### src/include/mds_pkg.sv
package mds_pkg;

    // =====================================================
    // clock and timing
    localparam int unsigned CLK_HZ          = 50_000_000;
    localparam int unsigned ROT_STEP_MS     = 250;
    localparam int unsigned ROT_CYCLES      = CLK_HZ / 1000 * ROT_STEP_MS;
    localparam int unsigned CONF_TIME_MS    = 10;
    localparam int unsigned CONF_CYCLES     = CLK_HZ / 1000 * CONF_TIME_MS;
    localparam int unsigned SUBTEST_TIME_MS = 100;
    localparam int unsigned SUBTEST_CYCLES  = CLK_HZ / 1000 * SUBTEST_TIME_MS;
    localparam int unsigned TMR_W           = 24;

    // =====================================================
    // register map (byte addresses)
    localparam int unsigned ADDR_W          = 12;
    localparam logic [11:0] OFS_CTRL        = 12'h000;
    localparam logic [11:0] OFS_STATUS      = 12'h004;
    localparam logic [11:0] OFS_INT_STATUS  = 12'h008;
    localparam logic [11:0] OFS_INT_MASK    = 12'h00C;
    localparam logic [11:0] OFS_COUNTS      = 12'h010;
    localparam int unsigned CTRL_INIT_BIT   = 0;
    localparam int unsigned CTRL_TXEN_BIT   = 1;
    localparam logic [1:0]  CTRL_RESET      = 2'h2;

    // interrupt status / mask bit positions
    localparam int unsigned INT_W           = 5;
    localparam int unsigned INT_CONF_FAULT  = 0;
    localparam int unsigned INT_DIAG_FAULT  = 1;
    localparam int unsigned INT_TX_ERR      = 2;
    localparam int unsigned INT_RX_ERR      = 3;
    localparam int unsigned INT_MODE_CHG    = 4;
    localparam logic [4:0]  INT_MASK_RESET  = 5'h00;

    // =====================================================
    // modes and led codes
    typedef enum logic [4:0] {
        MDS_CONF       = 5'h01,
        MDS_HALT       = 5'h02,
        MDS_RUN        = 5'h04,
        MDS_STANDALONE = 5'h08,
        MDS_HOSTBUS    = 5'h10
    } mds_mode_e;

    localparam logic [1:0] LED_CODE_CONF    = 2'h1;
    localparam logic [1:0] LED_CODE_STAND   = 2'h2;
    localparam logic [1:0] LED_CODE_HOSTBUS = 2'h3;
    localparam logic [1:0] ROT_SEED         = 2'h1;
    localparam logic [2:0] SUBTEST_FIRST    = 3'h1;
    localparam logic [2:0] SUBTEST_EXT      = 3'h7;
    localparam logic [3:0] FRAMES_TO_PASS   = 4'hA;
    // maintenance frame header: value is arbitrary
    localparam logic [7:0] X25_MAINT_HEADER = 8'h5A;

    typedef struct packed {
        logic [1:0] top;
        logic [2:0] mid;
        logic [2:0] low;
    } mds_led_s;

endpackage

### src/verilog/mds_top.sv
// Implementation choices: the address map and the APB interface to the registers.
`timescale 1ns/100ps
module mds_top #(
    parameter int unsigned ROT_CYCLES     = mds_pkg::ROT_CYCLES,
    parameter int unsigned CONF_CYCLES    = mds_pkg::CONF_CYCLES,
    parameter int unsigned SUBTEST_CYCLES = mds_pkg::SUBTEST_CYCLES
) (
    input  wire logic        pclk,
    input  wire logic        presetn,
    input  wire logic [11:0] paddr,
    input  wire logic        psel,
    input  wire logic        penable,
    input  wire logic        pwrite,
    input  wire logic [31:0] pwdata,
    input  wire logic [3:0]  pstrb,
    output logic      [31:0] prdata,
    output logic             pready,
    output logic             pslverr,
    input  wire logic        dev_init,
    input  wire logic        bus_init,
    input  wire logic        run_test_switch,
    input  wire logic        loopback_present,
    input  wire logic [3:0]  maintenance_switch_pack,
    input  wire logic        selftest_fault,
    input  wire logic [2:0]  selftest_code,
    input  wire logic        diag_fault,
    input  wire logic [2:0]  diag_code,
    input  wire logic        frame_ok,
    input  wire logic        tx_error,
    input  wire logic        rx_error,
    output logic      [7:0]  led,
    output logic             control_code_run,
    output logic             tx_enable,
    output logic             diag_active,
    output logic             hostbus_active,
    output logic      [2:0]  subtest,
    output logic             x25_maint_tx,
    output logic      [7:0]  x25_maint_header,
    output logic             irq
);

    // =====================================================
    // declarations
    mds_pkg::mds_mode_e       mode;
    mds_pkg::mds_mode_e       next_mode;
    mds_pkg::mds_led_s        next_led;
    logic [mds_pkg::TMR_W-1:0] rot_tmr;
    logic [mds_pkg::TMR_W-1:0] phase_tmr;
    logic [1:0]               rot_pat;
    logic [2:0]               tx_cnt;
    logic [2:0]               rx_cnt;
    logic [2:0]               err_code;
    logic                     err_latched;
    logic [3:0]               frame_cnt;
    logic [1:0]               ctrl;
    logic                     soft_init;
    logic [mds_pkg::INT_W-1:0] int_status;
    logic [mds_pkg::INT_W-1:0] int_mask;
    logic [mds_pkg::INT_W-1:0] int_event;
    logic                     any_init;
    logic                     rot_step;
    logic                     phase_done;
    logic                     continuous;
    logic                     wr_acc;
    logic                     setup;
    logic                     addr_ok;
    logic [31:0]              next_rdata;

    assign any_init   = dev_init | bus_init | soft_init;
    assign rot_step   = (rot_tmr == mds_pkg::TMR_W'(ROT_CYCLES - 1));
    assign continuous = maintenance_switch_pack[0];
    assign setup      = psel & ~penable;
    assign wr_acc     = psel & penable & pready & pwrite;

    // =====================================================
    // mode sequencing
    always_comb begin
        next_mode = mode;
        case (mode)
            mds_pkg::MDS_CONF: begin
                if (selftest_fault) begin
                    next_mode = mds_pkg::MDS_HALT;
                end else if (phase_done) begin
                    next_mode = run_test_switch ? mds_pkg::MDS_STANDALONE
                                                : mds_pkg::MDS_RUN;
                end
            end
            mds_pkg::MDS_HALT: begin
                next_mode = mds_pkg::MDS_HALT;
            end
            mds_pkg::MDS_RUN, mds_pkg::MDS_HOSTBUS: begin
                if (run_test_switch) begin
                    next_mode = mds_pkg::MDS_STANDALONE;
                end
            end
            mds_pkg::MDS_STANDALONE: begin
                // leaving test goes through the confidence test, never straight to control code
                if (!run_test_switch) begin
                    next_mode = mds_pkg::MDS_CONF;
                end
            end
            default: begin
                next_mode = mds_pkg::MDS_CONF;
            end
        endcase
        if (any_init) begin
            if (loopback_present && !run_test_switch) begin
                next_mode = mds_pkg::MDS_HOSTBUS;
            end else begin
                next_mode = mds_pkg::MDS_CONF;
            end
        end
    end

    always_ff @(posedge pclk or negedge presetn) begin
        if (!presetn) begin
            mode <= mds_pkg::MDS_CONF;
        end else begin
            mode <= next_mode;
        end
    end

    // =====================================================
    // phase timer: confidence test length, subtest dwell
    assign phase_done = (phase_tmr == mds_pkg::TMR_W'(CONF_CYCLES - 1));

    always_ff @(posedge pclk or negedge presetn) begin
        if (!presetn) begin
            phase_tmr <= '0;
        end else if (any_init || next_mode != mode) begin
            phase_tmr <= '0;
        end else if (mode == mds_pkg::MDS_CONF) begin
            phase_tmr <= phase_tmr + 1'b1;
        end else if (mode == mds_pkg::MDS_STANDALONE) begin
            if (phase_tmr == mds_pkg::TMR_W'(SUBTEST_CYCLES - 1)) begin
                phase_tmr <= '0;
            end else begin
                phase_tmr <= phase_tmr + 1'b1;
            end
        end
    end

    // =====================================================
    // subtest selection and error handling
    always_ff @(posedge pclk or negedge presetn) begin
        if (!presetn) begin
            subtest <= '0;
        end else if (mode != mds_pkg::MDS_STANDALONE) begin
            subtest <= (next_mode == mds_pkg::MDS_STANDALONE) ? mds_pkg::SUBTEST_FIRST : 3'h0;
        end else if (continuous) begin
            subtest <= maintenance_switch_pack[3:1];
        end else if (err_latched && subtest != mds_pkg::SUBTEST_EXT) begin
            subtest <= subtest;                                       // loops on the failing test
        end else if (phase_tmr == mds_pkg::TMR_W'(SUBTEST_CYCLES - 1)) begin
            subtest <= (subtest == mds_pkg::SUBTEST_EXT) ? mds_pkg::SUBTEST_FIRST : subtest + 3'h1;
        end
    end

    always_ff @(posedge pclk or negedge presetn) begin
        if (!presetn) begin
            err_latched <= 1'b0;
            err_code    <= '0;
            frame_cnt   <= '0;
        end else if (any_init || (next_mode != mode && next_mode != mds_pkg::MDS_HALT)) begin
            err_latched <= 1'b0;
            err_code    <= '0;
            frame_cnt   <= '0;
        end else if (mode == mds_pkg::MDS_CONF && selftest_fault) begin
            err_latched <= 1'b1;
            err_code    <= selftest_code;
        end else if (mode == mds_pkg::MDS_STANDALONE) begin
            if (diag_fault) begin
                err_latched <= 1'b1;
                err_code    <= diag_code;
                frame_cnt   <= '0;
            end else if (err_latched && subtest == mds_pkg::SUBTEST_EXT && frame_ok) begin
                // external test keeps going until enough clean frames
                if (frame_cnt == mds_pkg::FRAMES_TO_PASS - 4'h1) begin
                    err_latched <= 1'b0;
                    err_code    <= '0;
                    frame_cnt   <= '0;
                end else begin
                    frame_cnt <= frame_cnt + 4'h1;
                end
            end
        end
    end

    // =====================================================
    // run mode activity and error counts
    always_ff @(posedge pclk or negedge presetn) begin
        if (!presetn) begin
            rot_tmr <= '0;
            rot_pat <= mds_pkg::ROT_SEED;
        end else if (mode != mds_pkg::MDS_RUN) begin
            rot_tmr <= '0;
            rot_pat <= mds_pkg::ROT_SEED;
        end else if (rot_step) begin
            rot_tmr <= '0;
            rot_pat <= {rot_pat[0], rot_pat[1]};
        end else begin
            rot_tmr <= rot_tmr + 1'b1;
        end
    end

    // 3-bit counters wrap by width, so eight errors read as zero
    always_ff @(posedge pclk or negedge presetn) begin
        if (!presetn) begin
            tx_cnt <= '0;
            rx_cnt <= '0;
        end else if (any_init) begin
            tx_cnt <= '0;
            rx_cnt <= '0;
        end else if (mode == mds_pkg::MDS_RUN) begin
            if (tx_error) begin
                tx_cnt <= tx_cnt + 3'h1;
            end
            if (rx_error) begin
                rx_cnt <= rx_cnt + 3'h1;
            end
        end
    end

    // =====================================================
    // led display
    always_comb begin
        next_led = '0;
        case (mode)
            mds_pkg::MDS_RUN: begin
                next_led.top = rot_pat;
                next_led.mid = tx_cnt;
                next_led.low = rx_cnt;
            end
            mds_pkg::MDS_CONF, mds_pkg::MDS_HALT: begin
                next_led.top = mds_pkg::LED_CODE_CONF;
                next_led.low = err_code;
            end
            mds_pkg::MDS_STANDALONE: begin
                next_led.top = mds_pkg::LED_CODE_STAND;
                next_led.mid = subtest;
                next_led.low = err_code;
            end
            mds_pkg::MDS_HOSTBUS: begin
                next_led.top = mds_pkg::LED_CODE_HOSTBUS;
            end
            default: begin
                next_led = '0;
            end
        endcase
    end

    always_ff @(posedge pclk or negedge presetn) begin
        if (!presetn) begin
            led <= '0;
        end else begin
            led <= next_led;
        end
    end

    // =====================================================
    // control outputs
    always_ff @(posedge pclk or negedge presetn) begin
        if (!presetn) begin
            control_code_run <= 1'b0;
            tx_enable        <= 1'b0;
            diag_active      <= 1'b0;
            hostbus_active   <= 1'b0;
            x25_maint_tx     <= 1'b0;
            x25_maint_header <= '0;
        end else begin
            control_code_run <= (next_mode == mds_pkg::MDS_RUN);
            diag_active      <= (next_mode == mds_pkg::MDS_STANDALONE);
            hostbus_active   <= (next_mode == mds_pkg::MDS_HOSTBUS);
            // halt forces transmit off whatever software asked for
            tx_enable        <= ctrl[mds_pkg::CTRL_TXEN_BIT] &&
                                (next_mode != mds_pkg::MDS_HALT);
            x25_maint_tx     <= (mode == mds_pkg::MDS_STANDALONE) &&
                                (subtest == mds_pkg::SUBTEST_EXT);
            x25_maint_header <= mds_pkg::X25_MAINT_HEADER;
        end
    end

    // =====================================================
    // interrupts: sticky, write one to clear, set wins
    always_comb begin
        int_event = '0;
        int_event[mds_pkg::INT_CONF_FAULT] = (mode == mds_pkg::MDS_CONF) && selftest_fault;
        int_event[mds_pkg::INT_DIAG_FAULT] = (mode == mds_pkg::MDS_STANDALONE) && diag_fault;
        int_event[mds_pkg::INT_TX_ERR]     = (mode == mds_pkg::MDS_RUN) && tx_error;
        int_event[mds_pkg::INT_RX_ERR]     = (mode == mds_pkg::MDS_RUN) && rx_error;
        int_event[mds_pkg::INT_MODE_CHG]   = (next_mode != mode);
    end

    always_ff @(posedge pclk or negedge presetn) begin
        if (!presetn) begin
            int_status <= '0;
        end else if (wr_acc && pstrb[0] && paddr == mds_pkg::OFS_INT_STATUS) begin
            int_status <= (int_status & ~pwdata[mds_pkg::INT_W-1:0]) | int_event;
        end else begin
            int_status <= int_status | int_event;
        end
    end

    always_ff @(posedge pclk or negedge presetn) begin
        if (!presetn) begin
            irq <= 1'b0;
        end else begin
            irq <= |(int_status & int_mask);
        end
    end

    // =====================================================
    // apb slave: zero wait states, registered answer
    always_ff @(posedge pclk or negedge presetn) begin
        if (!presetn) begin
            ctrl      <= mds_pkg::CTRL_RESET;
            int_mask  <= mds_pkg::INT_MASK_RESET;
            soft_init <= 1'b0;
        end else begin
            soft_init <= 1'b0;
            if (wr_acc && pstrb[0]) begin
                case (paddr)
                    mds_pkg::OFS_CTRL: begin
                        ctrl      <= pwdata[1:0];
                        soft_init <= pwdata[mds_pkg::CTRL_INIT_BIT];
                    end
                    mds_pkg::OFS_INT_MASK: begin
                        int_mask <= pwdata[mds_pkg::INT_W-1:0];
                    end
                    default: begin
                        int_mask <= int_mask;
                    end
                endcase
            end
        end
    end

    always_comb begin
        next_rdata = '0;
        addr_ok    = 1'b1;
        case (paddr)
            mds_pkg::OFS_CTRL:       next_rdata = {30'h0, ctrl[1], 1'b0};
            mds_pkg::OFS_STATUS:     next_rdata = {11'h0, subtest, 1'b0, err_latched, led, 3'h0, mode};
            mds_pkg::OFS_INT_STATUS: next_rdata = {27'h0, int_status};
            mds_pkg::OFS_INT_MASK:   next_rdata = {27'h0, int_mask};
            mds_pkg::OFS_COUNTS:     next_rdata = {25'h0, tx_cnt, 1'b0, rx_cnt};
            default:                 addr_ok    = 1'b0;
        endcase
    end

    always_ff @(posedge pclk or negedge presetn) begin
        if (!presetn) begin
            pready  <= 1'b0;
            pslverr <= 1'b0;
            prdata  <= '0;
        end else begin
            pready  <= setup;
            pslverr <= setup & ~addr_ok;
            if (setup && !pwrite) begin
                prdata <= next_rdata;
            end
        end
    end

endmodule

### config.mk
export PLATFORM = sky130hd
export DESIGN_NAME = mds_top
export DESIGN_NICKNAME = d
export VERILOG_FILES = /design/src/include/mds_pkg.sv /design/src/verilog/mds_top.sv
export SDC_FILE = /design/constraint.sdc
export NUM_CORES = 1
export LEC_CHECK = 0
export ABC_AREA = 1
export BUFFER_PORTS_ARGS = -buffer_cell sky130_fd_sc_hd__buf_4
export CORE_MARGIN = 2
export CORE_UTILIZATION = 60
export CTS_CLUSTER_SIZE = 40
export DETAILED_ROUTE_END_ITERATION = 10
export GPL_TIMING_DRIVEN = 0
export HOLD_SLACK_MARGIN = 0.02
export PLACE_DENSITY_LB_ADDON = 0.2
export REMOVE_ABC_BUFFERS = 1
export SLEW_MARGIN = 20
export SYNTH_ARGS = -nofsm -noshare
export SYNTH_HDL_FRONTEND = slang
export SYNTH_SLANG_ARGS = --single-unit
### constraint.sdc
create_clock -name pclk -period 6.3 [get_ports pclk]
set_clock_uncertainty 0.05 [all_clocks]
set_input_delay 0.315 -clock pclk [delete_from_list [all_inputs] [get_ports pclk]]
set_output_delay 0.315 -clock pclk [all_outputs]
set_load 0.03 [all_outputs]
Word level (Yosys, flattened, before mapping)
Index checks and enable logic that the tools add are counted.
{"block": "word_totals", "register_bits": 134, "latchBits": 0, "mem_bits_rw": 0, "romBits": 0, "in_bits": 72, "output_inout_bits": 59, "wordCells": 165, "mem_count": 0}
{"block": "classes", "addsub": 6, "n_mul": 0, "n_div": 0, "magnitude_cmp": 0, "eq_ne": 24, "shifts": 0, "mux": 54, "bitwise_logic": 14, "n_reduce_logical": 42}
{"operator": "$mux W24", "n": 6}
{"operator": "$pmux W21 S5", "n": 1}
{"operator": "$mux W3", "n": 17}
{"operator": "$add A24 B1 Y24 const B", "n": 2}
{"operator": "$mux W5", "n": 7}
{"operator": "$mux W4", "n": 7}
{"operator": "$eq A12 B4 Y1 const B", "n": 2}
{"operator": "$eq A24 B19 Y1 const B", "n": 1}
{"operator": "$eq A24 B23 Y1 const B", "n": 1}
{"operator": "$eq A24 B24 Y1 const B", "n": 1}
{"operator": "$pmux W5 S4", "n": 1}
{"operator": "$logic_and A1 B1 Y1", "n": 14}
{"operator": "$eq A12 B3 Y1 const B", "n": 1}
{"operator": "$eq A12 B5 Y1 const B", "n": 1}
{"operator": "$logic_not A12 Y1", "n": 1}
{"operator": "$pmux W3 S2", "n": 2}
{"operator": "$reduce_bool A3 Y1", "n": 4}
{"operator": "$and A5 B5 Y5", "n": 2}
{"operator": "$eq A5 B3 Y1 const B", "n": 2}
{"operator": "$eq A5 B4 Y1 const B", "n": 2}
{"operator": "$eq A5 B5 Y1 const B", "n": 2}
{"operator": "$mux W1", "n": 10}
{"operator": "$or A5 B5 Y5", "n": 2}
{"operator": "$reduce_and A2 Y1", "n": 5}
{"operator": "26 further kinds", "n": 46}

Logic depth before layout (Yosys ltp)
Gate-level depths: netlist of the first run.
{"block": "depth", "ltp_word": 10, "depth_mapped": 18, "depth_no_buf": 18}

Worst setup path before layout of the first run
OpenSTA, ideal clock, no wires.
{"block": "synth_timing", "path_type": "register -> register", "startpoint": "register rot_tmr[0] (netlist bit)", "endpoint": "register rot_tmr[20] (netlist bit)", "setup_time_ns": 0.119, "t_arrival_ns": 2.019, "required_ns": 6.131, "setup_slack_ns": 4.112, "path_stages_with_launch": 15, "path_buffers": 0, "synth_period_minus_slack_ns": 2.188, "cell_sequence": "dfrtp_1 > ha_1 > nand3_1 > nor2_1 > nand2_1 > nor2_1 > nand2_1 > nor2_1 > nand3_1 > nor4_2 > nand2_1 > nor4_2 > nand3_1 > nand2_1 > nor2_1"}
{"block": "synth_between", "elab_chain_len": 3, "word_cells_on_any_way": 4}
{"element": "from (decl)", "line_no": "mds_top.sv:47", "text": "logic [mds_pkg::TMR_W-1:0] rot_tmr;"}
{"element": "from (signal assigned)", "line_no": "mds_top.sv:202", "text": "rot_tmr <= rot_tmr + 1'b1;"}
{"element": "$add A24 B1 Y24 or $eq A24 B24 Y1 (tied branches)", "line_no": "mds_top.sv:202, mds_top.sv:70"}
{"element": "$mux W24 *", "line_no": "mds_top.sv:198", "text": "end else if (rot_step) begin"}
{"element": "$mux W24 *", "line_no": "mds_top.sv:195", "text": "end else if (mode != mds_pkg::MDS_RUN) begin"}
Every way passes the cells marked *; elsewhere a longest branch is shown, timed or not.
A chain may end at the register's enable or synchronous reset.

Worst setup path after layout of the first run
{"block": "layout_timing", "startpoint": "register mode[1]", "endpoint": "register frame_cnt[0]"}
{"block": "layout_between", "elab_chain_len": 9, "word_cells_on_any_way": 22}
{"element": "from (decl)", "line_no": "mds_top.sv:44", "text": "mds_pkg::mds_mode_e mode;"}
{"element": "from (signal assigned)", "line_no": "mds_top.sv:117", "text": "mode <= mds_pkg::MDS_CONF;"}
{"element": "from (signal assigned)", "line_no": "mds_top.sv:119", "text": "mode <= next_mode;"}
{"element": "$eq A5 B3 Y1, or another cell as far along", "line_no": "mds_top.sv:79", "text": "case (mode)"}
{"element": "$reduce_or A2 Y1 or $mux W5 (tied branches)", "line_no": "mds_top.sv:79, mds_top.sv:81"}
{"element": "$pmux W5 S4", "line_no": "mds_top.sv:79"}
{"element": "$mux W5", "line_no": "mds_top.sv:106", "text": "if (any_init) begin"}
{"element": "$ne A5 B5 Y1 or $ne A5 B2 Y1 (tied branches)", "line_no": "mds_top.sv:164", "text": "end else if (any_init || (next_mode != mode && next_mode != mds_pkg::MDS_HALT)) begin"}
{"element": "$logic_and A1 B1 Y1", "line_no": "mds_top.sv:164"}
{"element": "$logic_or A1 B1 Y1", "line_no": "mds_top.sv:164"}
{"element": "$ne A2 B1 Y1 (no source line), or another cell as far along"}
{"element": "$reduce_and A3 Y1 (no source line)"}
{"element": "to (signal assigned)", "line_no": "mds_top.sv:183", "text": "frame_cnt <= frame_cnt + 4'h1;"}
{"element": "to (decl)", "line_no": "mds_top.sv:54", "text": "logic [3:0] frame_cnt;"}
Parallel ways exist; a longest one is shown, timed or not.

==> out/qor.csv, run 1 <==
stage,metric,value,unit
power_and_ir_drop,power consumption,0.00187,W
floorplan,# rows,38,
sta,fmax,0.262,GHz
yosys,count of cell types in the netlist,47,
finish,final net count,1004,
yosys,largest area contributor in the netlist,dfrtp_1,
global_route,first-pass GRT wire length,26.6,mm
finish,share of layout cells above drive strength 1,15.7,%
sta,Final Hold Fails,0,
finish,area grow syn2layout,20.1,%
setup_path,Worst path top cell family by delay,simple AND/OR/NAND/NOR gates,
hold_path,worst hold path class,in2reg,
routing,remaining antenna violation count,0,
floorplan,Die Span X,108,um
finish,# fillers,806,
clocking,Clock Root Buffer,clkbuf_8,
yosys,largest family of logic cells by synthesized area,simple AND/OR/NAND/NOR gates,
finish,final std cells w/o fill,1076,
clocking,later-pin clock latency in the skew report,0.52,ns
setup_path,"Cell Chain, Critical Path","nor2_1, nand4_1, inv_1, nand2_1, nand2_1, nand2_1, nand2_1, nand2_1, nor2_2, nand3_2, nand2_2, nand3_1, nand2_2, nand2_1, o21ai_0",
setup_path,CP Buf/Inv Count,1,
global_route,antenna violations before repair,0,
yosys,Mean Syn Cell Area,7.82,um^2
place,I/O Buffers,83,
finish,Final Instance Area,7830,um^2
yosys,xor/xnor cell area share of the yosys netlist,0.940,%
yosys,"FF+latch count, synth",120,
place,GP Congestion,0.966,
yosys,compound-cell area share of the yosys netlist,11.5,%
yosys,mux share of post-synthesis cell area,0.153,%
clocking,"Reg clk slew, reported paths",0.06,ns
routing,WL final,16.2,mm
clocking,post-CTS setup buffers,0,
setup_path,Critical Path RT,6.69,ns
run_status,status,"finished, final reports clean",
yosys,Syn Std Cell Area,6520,um^2
routing,Wirelength per Cell,15.0,um
setup_path,Worst path slowest cell,nand4_1,
routing,initial DRC count,527,
yosys,"Seq/Total Area, Yosys",46.1,%
place,placed inst area,7190,um^2
global_route,largest net degree at the start of global routing,69,
place,Inst Count DP,1039,
setup_path,most used cell along the critical path,nand2_1,
sta,Worst slew margin,30.9,%
power_and_ir_drop,worst vdd ir,0.000159,V
yosys,Yosys top cell area share,44.9,%
yosys,number of synthesized flops with an enable pin,0,
setup_path,Max stage delay on crit path,0.59,ns
clocking,hold buffers post-CTS,6,
routing,Vias,6147,
power_and_ir_drop,PwrDens,239,nW/um^2
global_route,Overall Global Routing Usage,28.8,%
yosys,yosys warns,0,
power_and_ir_drop,Static Leak,3.71,nW
finish,Final Util,73.2,%
yosys,synth top area cells,"dfrtp_1, nand2_1, inv_1",
clocking,number of H-tree levels,4,
clocking,cts bufs inserted,17,
clocking,Sink Count,120,
routing,drt drc,0,
routing,DR vias/cell,5.71,
global_route,global route total overflow,0,
sta,Final setup viols,0,
yosys,Adder-Cell Fraction of Synth Area,1.53,%
routing,drt pass-1 iters,7,
sta,measured slew at the worst slew-check pin,1.03,ns
setup_path,Crit path arrival time,4.20,ns
place,dpl hpwl,11.3,mm
yosys,share of synthesized registers carrying an async set or reset,100,%
yosys,"Primary FF master, synth",dfrtp_1,
clocking,clk buf depth,2,
sta,pins over their slew limit,0,
setup_path,CP Class,reg2reg,
setup_path,nature of the critical path endpoint,flip-flop,
flow_run,Max-cap violations,0,
sta,final period utilization,60.6,%
floorplan,die area,11700,um^2
setup_path,Worst Path Max Fanout,20,
sta,setup TNS,0,ns
sta,min Tclk post-route,3.82,ns
finish,ANT cells,0,
floorplan,Initial Utilization,61.0,%
yosys,Simple-Gate Fraction of Synth Area,29.4,%
clocking,CTS tree,yes,
yosys,most frequent cells after synthesis,"nand2_1, dfrtp_1, inv_1",
floorplan,Top Ports,131,
yosys,Gate Count Post-Synth,834,
setup_path,CP startpoint kind,flip-flop,
floorplan,core box area,10700,um^2
floorplan,DIE HEIGHT,108,um
yosys,top-count cell post-synth,nand2_1,
sta,RSZ-0062 raised after global routing,false,
global_route,vias in the first global route,5785,
clocking,# resized after CTS,0,
-- registers in the layout, indices dropped and copies added (netlist names), 2 cells and up --
signal      cells
phase_tmr      24
rot_tmr        24
prdata         19
led             8
int_mask        5
int_status      5
mode            5
frame_cnt       4
err_code        3
rx_cnt          3
subtest         3
tx_cnt          3
rot_pat         2
-- metal layers --
metal	routed length (um)	GRT usage, %	vias to the layer above	share of wire, %
li1	-	-	2911	-
met1	6710	36.9	2871	41
met2	7720	46.8	310	48
met3	1300	6.87	55	8.0
met4	449	12.6	0	2.8
met5	0	0	-	0
-- through the flow --
stage	hold WS, ns	setup slack, ns
global placement	0.396	2.65
detailed placement	0.251	2.63
global route	0.0305	2.17
finish	0.0347	2.48
floorplan	-0.0306	3.61
CTS	0.0242	2.59
-- cell families (layout without fill, tap and decap cells) --
family | after synthesis | count (layout)
muxes | 1 | 1
other | 2 | 18
xor gates and xnor gates | 7 | 7
AOI/OAI and AO/OA | 126 | 126
DFF | 120 | 120
buffers and inverters | 153 | 239
adders and majority gates | 8 | 8
and+or+nand+nor | 417 | 417
-- placed cells by master (no fill, tap or decap), drive strengths merged, types with 2 or more instances in the layout --
cell,synthesis,final
buf,26,84
or2,2,2
nor4,13,13
ha,8,8
nor3b,2,2
a211oi,4,4
a31oi,5,5
clkbuf,9,24
clkinv,1,5
dfstp,3,3
nand3,62,62
dlygate4sd3,0,6
bufinv,0,2
xor2,6,6
o31ai,6,6
nand2,187,187
nor3,36,36
nand4,29,29
o21ai,57,57
a21boi,3,3
nor2,82,82
a221oi,3,3
a21oi,35,35
conb,2,18
nand3b,3,3
o22ai,5,5
o2111ai,2,2
dfrtp,117,117
inv,117,117
-- final cells by class --
class                      count  area, um^2  share of cell area (%)
tap                          140         175                    2.24
sequential                   120        3010                    38.4
multi-input combinational    577        2910                    37.2
inverter                     118         443                    5.66
clock buffer                  24         490                    6.26
clock inverter                 7        91.3                    1.17
timing repair buffer          90         714                    9.12
-- path summary, 6_finish.rpt --
path | to | cells past startpoint | startpoint | slack, ns
worst max-delay path | frame_cnt[0]$_DFFE_PN0P_ | 15 | mode[1]$_DFF_PN0_ | 2.48
worst min-delay path | int_mask[3]$_DFFE_PN0P_ | 3 | pwdata[3] | 0.03
worst max register to register | frame_cnt[0]$_DFFE_PN0P_ | 15 | mode[1]$_DFF_PN0_ | 2.48
worst min register to register | rot_pat[0]$_DFFE_PN1P_ | 2 | rot_pat[0]$_DFFE_PN1P_ | 0.42
max in group asynchronous | rot_pat[0]$_DFFE_PN1P_ | 3 | presetn | 5.21
min in group asynchronous | prdata[12]$_DFFE_PN0P_ | 2 | presetn | 0.26
-- report_power, final --
group	switching, W	leakage, nW	internal [W]
registers	0.00000591	1.64	0.000779
logic	0.000103	1.78	0.0000450
clock network	0.000329	0.287	0.000611
total	0.000439	3.71	0.00144
-- worst register-to-register path, stage by stage, from the launching register on --
cell	delay, ns
dfrtp_1	0.43
nor2_1	0.23
nand4_1	0.59
inv_1	0.53
nand2_1	0.09
nand2_1	0.10
nand2_1	0.11
nand2_1	0.08
nand2_1	0.06
nor2_2	0.16
nand3_2	0.44
nand2_2	0.42
nand3_1	0.15
nand2_2	0.15
nand2_1	0.06
o21ai_0	0.07
Power figures use the tool's default switching activity.
==> run 2, diff against run 1 <==
Settings changed: CORE_UTILIZATION 60 to 56.
Clock period 6.3 ns to 3.8 ns, I/O delays scaled along.
==> run 2 against run 1 <==
Die area up 6.9%. Final cell count up 0.93%. First-iteration DRC count up 46%. Highest routed layer unchanged. Sequential power up 66%. Cell area up 1.6%. Sequential cell count unchanged. Fmax up 16%. Setup slack worse by 2.0 ns. Routed wire length up 1.6%. Sequential share of layout area down 0.61 points. Global-route usage down 1.4 points. Critical path depth down 1.
==> out/qor.csv, run 2 (same netlist as run 1, synthesis figures left out) <==
stage,metric,value,unit,change
run_status,status,"finished, final reports clean",,
floorplan,DIE HEIGHT,112,um,+3.4%
sta,pins over their slew limit,0,,unchanged
finish,"commonest non-fill, non-tap cell in the layout",nand2_1,,
clocking,number of H-tree levels,4,,unchanged
power_and_ir_drop,Static Leak,3.76,nW,+1.2%
setup_path,origin of the critical flop-to-flop path,mode[1]$_DFF_PN0_,,
finish,final std cells w/o fill,1086,,+0.93%
power_and_ir_drop,Power Internal,0.00251,W,+75%
clocking,"Reg clk slew, reported paths",0.06,ns,about the same
place,dpl hpwl,11.7,mm,+4.2%
finish,Final Instance Area,7960,um^2,+1.6%
flow_run,Max-cap violations,0,,unchanged
routing,remaining antenna violation count,0,,unchanged
sta,final period utilization,86.7,%,+26 points
floorplan,Die Span X,112,um,+3.4%
routing,drt pass-1 iters,6,,-1
routing,initial DRC count,769,,+46%
finish,Final Util,70.0,%,-3.2 points
finish,# fillers,905,,+12%
finish,area grow syn2layout,22.0,%,
clocking,clk buf depth,2,,unchanged
power_and_ir_drop,Net Sw Power,0.000766,W,+75%
floorplan,core box area,11400,um^2,+6.3%
setup_path,CP Capture Point,frame_cnt[1]$_DFFE_PN0P_,,
floorplan,Top Ports,131,,unchanged
routing,Metal-1 WL,6.74,mm,+0.33%
power_and_ir_drop,Seq pwr share,39.7,%,-2.2 points
sta,fmax,0.304,GHz,+16%
hold_path,worst hold path class,in2reg,,
sta,Final setup viols,0,,unchanged
setup_path,R2R setup slack,0.51,ns,-1.98 ns
place,Inst Count DP,1042,,+0.29%
routing,drt drc,0,,unchanged
routing,WL final,16.4,mm,+1.6%
setup_path,Critical path origin,mode[1]$_DFF_PN0_,,
hold_path,HP Start,pwdata[2],,
routing,DR top layer,met4,,
clocking,later-pin clock latency in the skew report,0.42,ns,-0.10 ns
routing,DR vias/cell,5.64,,-1.3%
power_and_ir_drop,share of power burned in combinational logic,7.7,%,-0.2 points
finish,share of layout cells above drive strength 1,16.3,%,+0.63 points
global_route,global route total overflow,0,,unchanged
finish,ANT cells,0,,unchanged
power_and_ir_drop,PwrDens,412,nW/um^2,+72%
setup_path,CP Class,reg2reg,,
clocking,CTS tree,yes,,
setup_path,Worst Path Max Fanout,20,,unchanged
power_and_ir_drop,worst vdd ir,0.000296,V,+86%
setup_path,Crit Reg-Reg Endpoint,frame_cnt[1]$_DFFE_PN0P_,,
sta,setup TNS,0,ns,unchanged
sta,RSZ-0062 raised after global routing,false,,
place,GP Congestion,0.902,,-6.6%
clocking,Sink Count,120,,unchanged
power_and_ir_drop,power consumption,0.00328,W,+75%
floorplan,# rows,39,,+2.6%
clocking,cts bufs inserted,17,,unchanged
global_route,vias in the first global route,6048,,+4.5%
setup_path,nature of the critical path endpoint,flip-flop,,
floorplan,die area,12500,um^2,+6.9%
finish,biggest regs,"phase_tmr: 24 flops, rot_tmr: 24 flops, prdata: 19 flops",,
finish,final net count,1010,,+0.60%
sta,Final Hold Fails,0,,unchanged
setup_path,Crit path arrival time,3.53,ns,-0.67 ns
setup_path,worst-case reg-to-reg path depth,14,,-1
power_and_ir_drop,power share of the clock group,52.7,%,+2.5 points
place,I/O Buffers,83,,unchanged
routing,Wirelength per Cell,15.1,um,+0.65%
setup_path,CP startpoint kind,flip-flop,,
finish,"commonest non-fill, non-tap cells in the layout","nand2_1, dfrtp_1, inv_1",,
routing,WL met3,1.22,mm,-5.9%
routing,wire length on met2,7.88,mm,+2.1%
routing,Vias,6123,,-0.39%
setup_path,Critical Path RT,4.04,ns,-2.65 ns
sta,Worst slew margin,42.8,%,+12 points
power_and_ir_drop,Net Sw Frac,23.4,%,-0.048 points
clocking,Clock Root Buffer,clkbuf_16,,
global_route,Overall Global Routing Usage,27.4,%,-1.4 points
global_route,largest net degree at the start of global routing,80,,+16%
global_route,antenna violations before repair,0,,unchanged
place,placed inst area,7190,um^2,about the same
floorplan,Initial Utilization,57.4,%,-3.6 points
sta,measured slew at the worst slew-check pin,0.850,ns,-0.181 ns
sta,min Tclk post-route,3.29,ns,-0.522 ns
global_route,first-pass GRT wire length,27.7,mm,+4.1%
## run 2: changes by cell type in the layout (fill, tap and decap cells not counted), moves of 2 or more
cell           previous run  this run
dlygate4sd3_1             6         9
bufinv_16                 2         4
clkbuf_1                  2         0
buf_4                    82        85
clkbuf_8                  6         3
clkinvlp_4                1         3
## run 2: timing repair
| action | 4_1_cts | 5_1_grt |
|---|---|---|
| setup buffers | 0 | 3 |
| hold buffers | 9 | 0 |
| resized for setup | 0 | 3 |
| setup endpoints to repair | 0 | 12 |
| hold endpoints to repair | 48 | 0 |
## run 2: cell type report
type                            count  area [um^2]  share of cell area, %
Sequential cell                   120         3010                   37.8
Multi-Input combinational cell    577         2920                   36.7
Timing Repair Buffer               96          767                   9.64
Clock buffer                       20          467                   5.86
Inverter                          118          443                   5.57
Tap cell                          143          179                   2.25
Clock inverter                     12          171                   2.15
## run 2: per-stage QoR
| stage | setup WS, ns | hold WS, ns |
|---|---|---|
| after detailed placement | 0.109 | 0.0886 |
| after global routing | 0.223 | 0.0569 |
| after global placement | 0.188 | 0.323 |
| after floorplan | 1.11 | -0.156 |
| after CTS | 0.0812 | 0.0305 |
| final | 0.505 | 0.0465 |
## run 2: how the worst min path moves through the flow
| stage | to | slack (ns) | depth (start not counted) |
|---|---|---|---|
| after floorplan | control_code_run$_DFF_PN0_ | -0.16 | 0 |
| after global placement | pready$_DFF_PN0_ | 0.32 | 2 |
| after detailed placement | prdata[12]$_DFFE_PN0P_ | 0.09 | 1 |
| after CTS | int_mask[2]$_DFFE_PN0P_ | 0.03 | 3 |
| after global routing | subtest[1]$_DFFE_PN0P_ | 0.06 | 3 |
| final | int_mask[2]$_DFFE_PN0P_ | 0.05 | 3 |
## run 2: power by group through the flow
stage               clock network (W)  logic (W)  registers [W]
floorplan                           0   0.000116        0.00134
finish                        0.00173   0.000251        0.00130
global placement                    0   0.000231        0.00132
global route                  0.00180   0.000275        0.00130
detailed placement                  0   0.000241        0.00132
CTS                           0.00174   0.000249        0.00130
## run 2: per-layer routing
metal  vias up  track usage, %
li1       2926               -
met2       297            45.4
met3        53            6.10
met5         -               0
met1      2847            33.6
met4         0            14.2
## run 2: critical path, stage by stage (launching register included)
cell     delay, ns
dfrtp_1       0.43
nor2_1        0.22
nand3_2       0.33
nand2_2       0.44
nor2_4        0.09
a21oi_4       0.18
nand2_1       0.13
nand2_1       0.07
nand2_1       0.07
nor2_2        0.18
nand3_4       0.29
nand2_2       0.29
nand3_1       0.14
nand2_2       0.15
o21ai_0       0.10
==> run 3, diff against run 2 <==
Settings changed: ABC_AREA 1 to not set, CORE_UTILIZATION 56 to 50.
Clock period 3.8 ns to 2.7 ns, I/O delays scaled along.
==> run 3 against run 2 <==
Cell area down 0.66%. Non-clock buffer count up 24. Routed wire length down 5.5%. Largest power group unchanged. First-iteration DRC count down 48%. Worst hold slack better by 0.0076 ns. Via count down 13%. Die area up 5.3%.
==> out/qor.csv, run 3 <==
stage,metric,value,unit,change
sta,setup TNS,0,ns,unchanged
finish,"commonest non-fill, non-tap cells in the layout","dfrtp_1, nor2_1, buf_4",,
sta,measured slew at the worst slew-check pin,0.991,ns,+0.141 ns
sta,Final setup viols,0,,unchanged
yosys,"Primary FF master, synth",dfrtp_1,,
floorplan,Top Ports,131,,unchanged
place,I/O Buffers,83,,unchanged
place,dpl hpwl,10.4,mm,-12%
setup_path,nature of the critical path endpoint,flip-flop,,
finish,final net count,864,,-14%
setup_path,CP Buf/Inv Count,3,,+3
sta,RSZ-0062 raised after global routing,true,,
setup_path,Worst Path Max Fanout,10,,-50%
routing,remaining antenna violation count,0,,unchanged
sta,final period utilization,98.2,%,+12 points
global_route,vias in the first global route,5196,,-14%
clocking,Sink Count,120,,unchanged
finish,Multi-input gate area,3040,um^2,+3.8%
floorplan,Initial Utilization,51.1,%,-6.2 points
sta,fmax,0.377,GHz,+24%
yosys,yosys warns,0,,unchanged
clocking,number of H-tree levels,4,,unchanged
hold_path,worst hold path class,in2reg,,
floorplan,core box area,12000,um^2,+5.6%
yosys,largest area contributor in the netlist,dfrtp_1,,
power_and_ir_drop,Net Sw Frac,23.2,%,-0.19 points
yosys,"Seq/Total Area, Yosys",49.0,%,+2.8 points
clocking,later-pin clock latency in the skew report,0.42,ns,about the same
global_route,largest net degree at the start of global routing,62,,-23%
clocking,clk buf depth,2,,unchanged
yosys,Syn Std Cell Area,6140,um^2,-5.8%
routing,WL final,15.5,mm,-5.5%
sta,Final Hold Fails,0,,unchanged
floorplan,die area,13200,um^2,+5.3%
clocking,"Reg clk slew, reported paths",0.06,ns,about the same
yosys,synth top area cells,"dfrtp_1, nor2_1, nand2_1",,
floorplan,# rows,40,,+2.6%
yosys,Mean Syn Cell Area,9.15,um^2,+17%
yosys,"FF+latch count, synth",120,,unchanged
power_and_ir_drop,worst vdd ir,0.000403,V,+36%
routing,Vias,5334,,-13%
setup_path,CP startpoint kind,flip-flop,,
run_status,status,"finished, final reports clean",,
flow_run,Max-cap violations,0,,unchanged
routing,initial DRC count,400,,-48%
setup_path,most used cell along the critical path,buf_4,,
power_and_ir_drop,share of power burned in combinational logic,8.4,%,+0.7 points
place,GP Congestion,0.905,,+0.31%
setup_path,Worst path top cell family by delay,compound AO/OA/AOI/OAI gates,,
finish,area grow syn2layout,28.7,%,
finish,Register Area,3010,um^2,+0.13%
yosys,share of synthesized registers carrying an async set or reset,100,%,unchanged
sta,Worst slew margin,33.7,%,-9.1 points
clocking,CTS tree,yes,,
finish,# fillers,991,,+9.5%
finish,share of layout cells above drive strength 1,22.2,%,+5.9 points
yosys,top-count cell post-synth,dfrtp_1,,
sta,pins over their slew limit,0,,unchanged
global_route,Overall Global Routing Usage,24.3,%,-3.0 points
routing,drt drc,0,,unchanged
routing,drt pass-1 iters,5,,-1
setup_path,Critical Path RT,2.97,ns,-1.07 ns
yosys,Yosys top cell area share,47.7,%,+2.8 points
setup_path,Crit. path cell count,10,,-4
power_and_ir_drop,Static Leak,3.51,nW,-6.8%
power_and_ir_drop,Seq pwr share,39.8,%,about the same
sta,min Tclk post-route,2.65,ns,-0.643 ns
power_and_ir_drop,power share of the clock group,51.8,%,-0.9 points
setup_path,Crit path arrival time,2.92,ns,-0.61 ns
yosys,Gate Count Post-Synth,671,,-20%
setup_path,CP Class,reg2reg,,
floorplan,DIE HEIGHT,115,um,+2.6%
global_route,first-pass GRT wire length,25.2,mm,-9.2%
finish,"commonest non-fill, non-tap cell in the layout",dfrtp_1,,
setup_path,worst-case reg-to-reg path depth,10,,-4
yosys,number of synthesized flops with an enable pin,0,,unchanged
routing,DR vias/cell,5.65,,+0.22%
power_and_ir_drop,power consumption,0.00462,W,+41%
finish,biggest regs,"phase_tmr: 24 flops, rot_tmr: 24 flops, prdata: 19 flops",,
finish,ANT cells,0,,unchanged
power_and_ir_drop,Net Sw Power,0.00107,W,+40%
global_route,antenna violations before repair,0,,unchanged
clocking,cts bufs inserted,17,,unchanged
setup_path,"Cell Chain, Critical Path","clkbuf_2, buf_4, nor2_1, mux2_2, a222oi_1, o221ai_2, nor4_4, buf_4, nand2_4, a211oi_1",,
setup_path,Max stage delay on crit path,0.46,ns,+0.02 ns
routing,Wirelength per Cell,16.5,um,+8.7%
yosys,most frequent cells after synthesis,"dfrtp_1, nor2_1, nand2_1",,
hold_path,WHS Path Cells,3,,unchanged
global_route,global route total overflow,0,,unchanged
setup_path,Worst path slowest cell,a222oi_1,,
power_and_ir_drop,Power Internal,0.00355,W,+41%
clocking,Clock Root Buffer,clkbuf_16,,
floorplan,Die Span X,115,um,+2.6%
power_and_ir_drop,PwrDens,584,nW/um^2,+42%
yosys,count of cell types in the netlist,56,,+19%
-- run 3: changes by cell type after synthesis, sizes merged, moves of 9 or more --
cell,change
nand3,-18
nor2,+22
nand2,-92
o21ai,-36
inv,-99
or3,+9
nor3,-14
nand4,-15
a21oi,-11
xnor2,+15
mux2i,+9
and3,+9
xor2,+22
-- run 3: power groups by stage --
stage,clock [W],combinational (W),sequential (W)
detailed placement,0,0.000314,0.00187
CTS,0.00243,0.000367,0.00184
finish,0.00239,0.000389,0.00184
global placement,0,0.000302,0.00187
global route,0.00252,0.000421,0.00184
floorplan,0,0.000142,0.00188
-- run 3: path summary, 6_finish.rpt --
| kind | endpoint | startpoint | slack, ns |
|---|---|---|---|
| worst max-delay path | phase_tmr[14]$_DFFE_PN0P_ | mode[4]$_DFF_PN0_ | 0.05 |
| worst min-delay path | soft_init$_DFF_PN0_ | paddr[3] | 0.05 |
| worst max register to register | phase_tmr[14]$_DFFE_PN0P_ | mode[4]$_DFF_PN0_ | 0.05 |
| worst min register to register | led[6]$_DFF_PN0_ | mode[3]$_DFF_PN0_ | 0.40 |
| max in group asynchronous | mode[0]$_DFF_PN1_ | presetn | 1.68 |
| min in group asynchronous | rot_tmr[12]$_DFF_PN0_ | presetn | 0.21 |
-- run 3: layout make-up --
type / instances / area share (%)
clock inverter: 12 / 2.20
tap: 147 / 2.33
sequential: 120 / 38.1
timing repair buffer: 120 / 12.4
clock buffer: 20 / 5.78
multi-input combinational: 507 / 38.4
inverter: 18 / 0.855
-- run 3: cell families (layout without fill, tap and decap cells) --
group                      after synthesis  after routing  share of synthesized area [%]
and+or+nand+nor                        334            335                           25.6
muxes                                   18             18                           3.10
DFF                                    120            120                           49.0
adders and majority gates                8              8                           1.63
buffers and inverters                   61            170                           5.26
other                                    2             18                          0.122
xor gates and xnor gates                44             44                           6.27
AOI/OAI and AO/OA                       84             84                           9.09
-- run 3: tightest hold or removal path, stage by stage --
cell	delay, ns
buf_4	0.11
nor4_1	0.07
and2_1	0.15
-- run 3: timing repair --
action | CTS | global route
pin swaps | 3 | 3
cloned | 1 | 0
buffers inserted | 3 | 15
endpoints found under the setup margin | 32 | 54
hold buffers | 17 | 0
endpoints found under the hold margin | 83 | 0
gates resized for setup | 12 | 15
-- run 3: metrics by stage --
step / std cells / hold WS (ns) / util, % / worst slack [ns] / cell area [um^2]
5_1_grt: 944 / 0.0494 / 65.8 / -0.0379 / 7910
3_5_place_dp: 876 / 0.0980 / 56.6 / -0.405 / 6800
6_report: 944 / 0.0541 / 65.8 / 0.0485 / 7910
4_1_cts: 929 / 0.0389 / 64.2 / 0.0338 / 7710
2_1_floorplan: 644 / -0.211 / - / 0.204 / 5950
3_3_place_gp: 874 / 0.321 / 56.2 / -0.341 / 6750
-- run 3: metal layers --
metal | part of all wire [%] | GRT usage (%)
met1 | 42 | 32.0
met4 | 1.9 | 7.47
met5 | 0 | 0
met2 | 49 | 40.2
met3 | 6.4 | 5.96
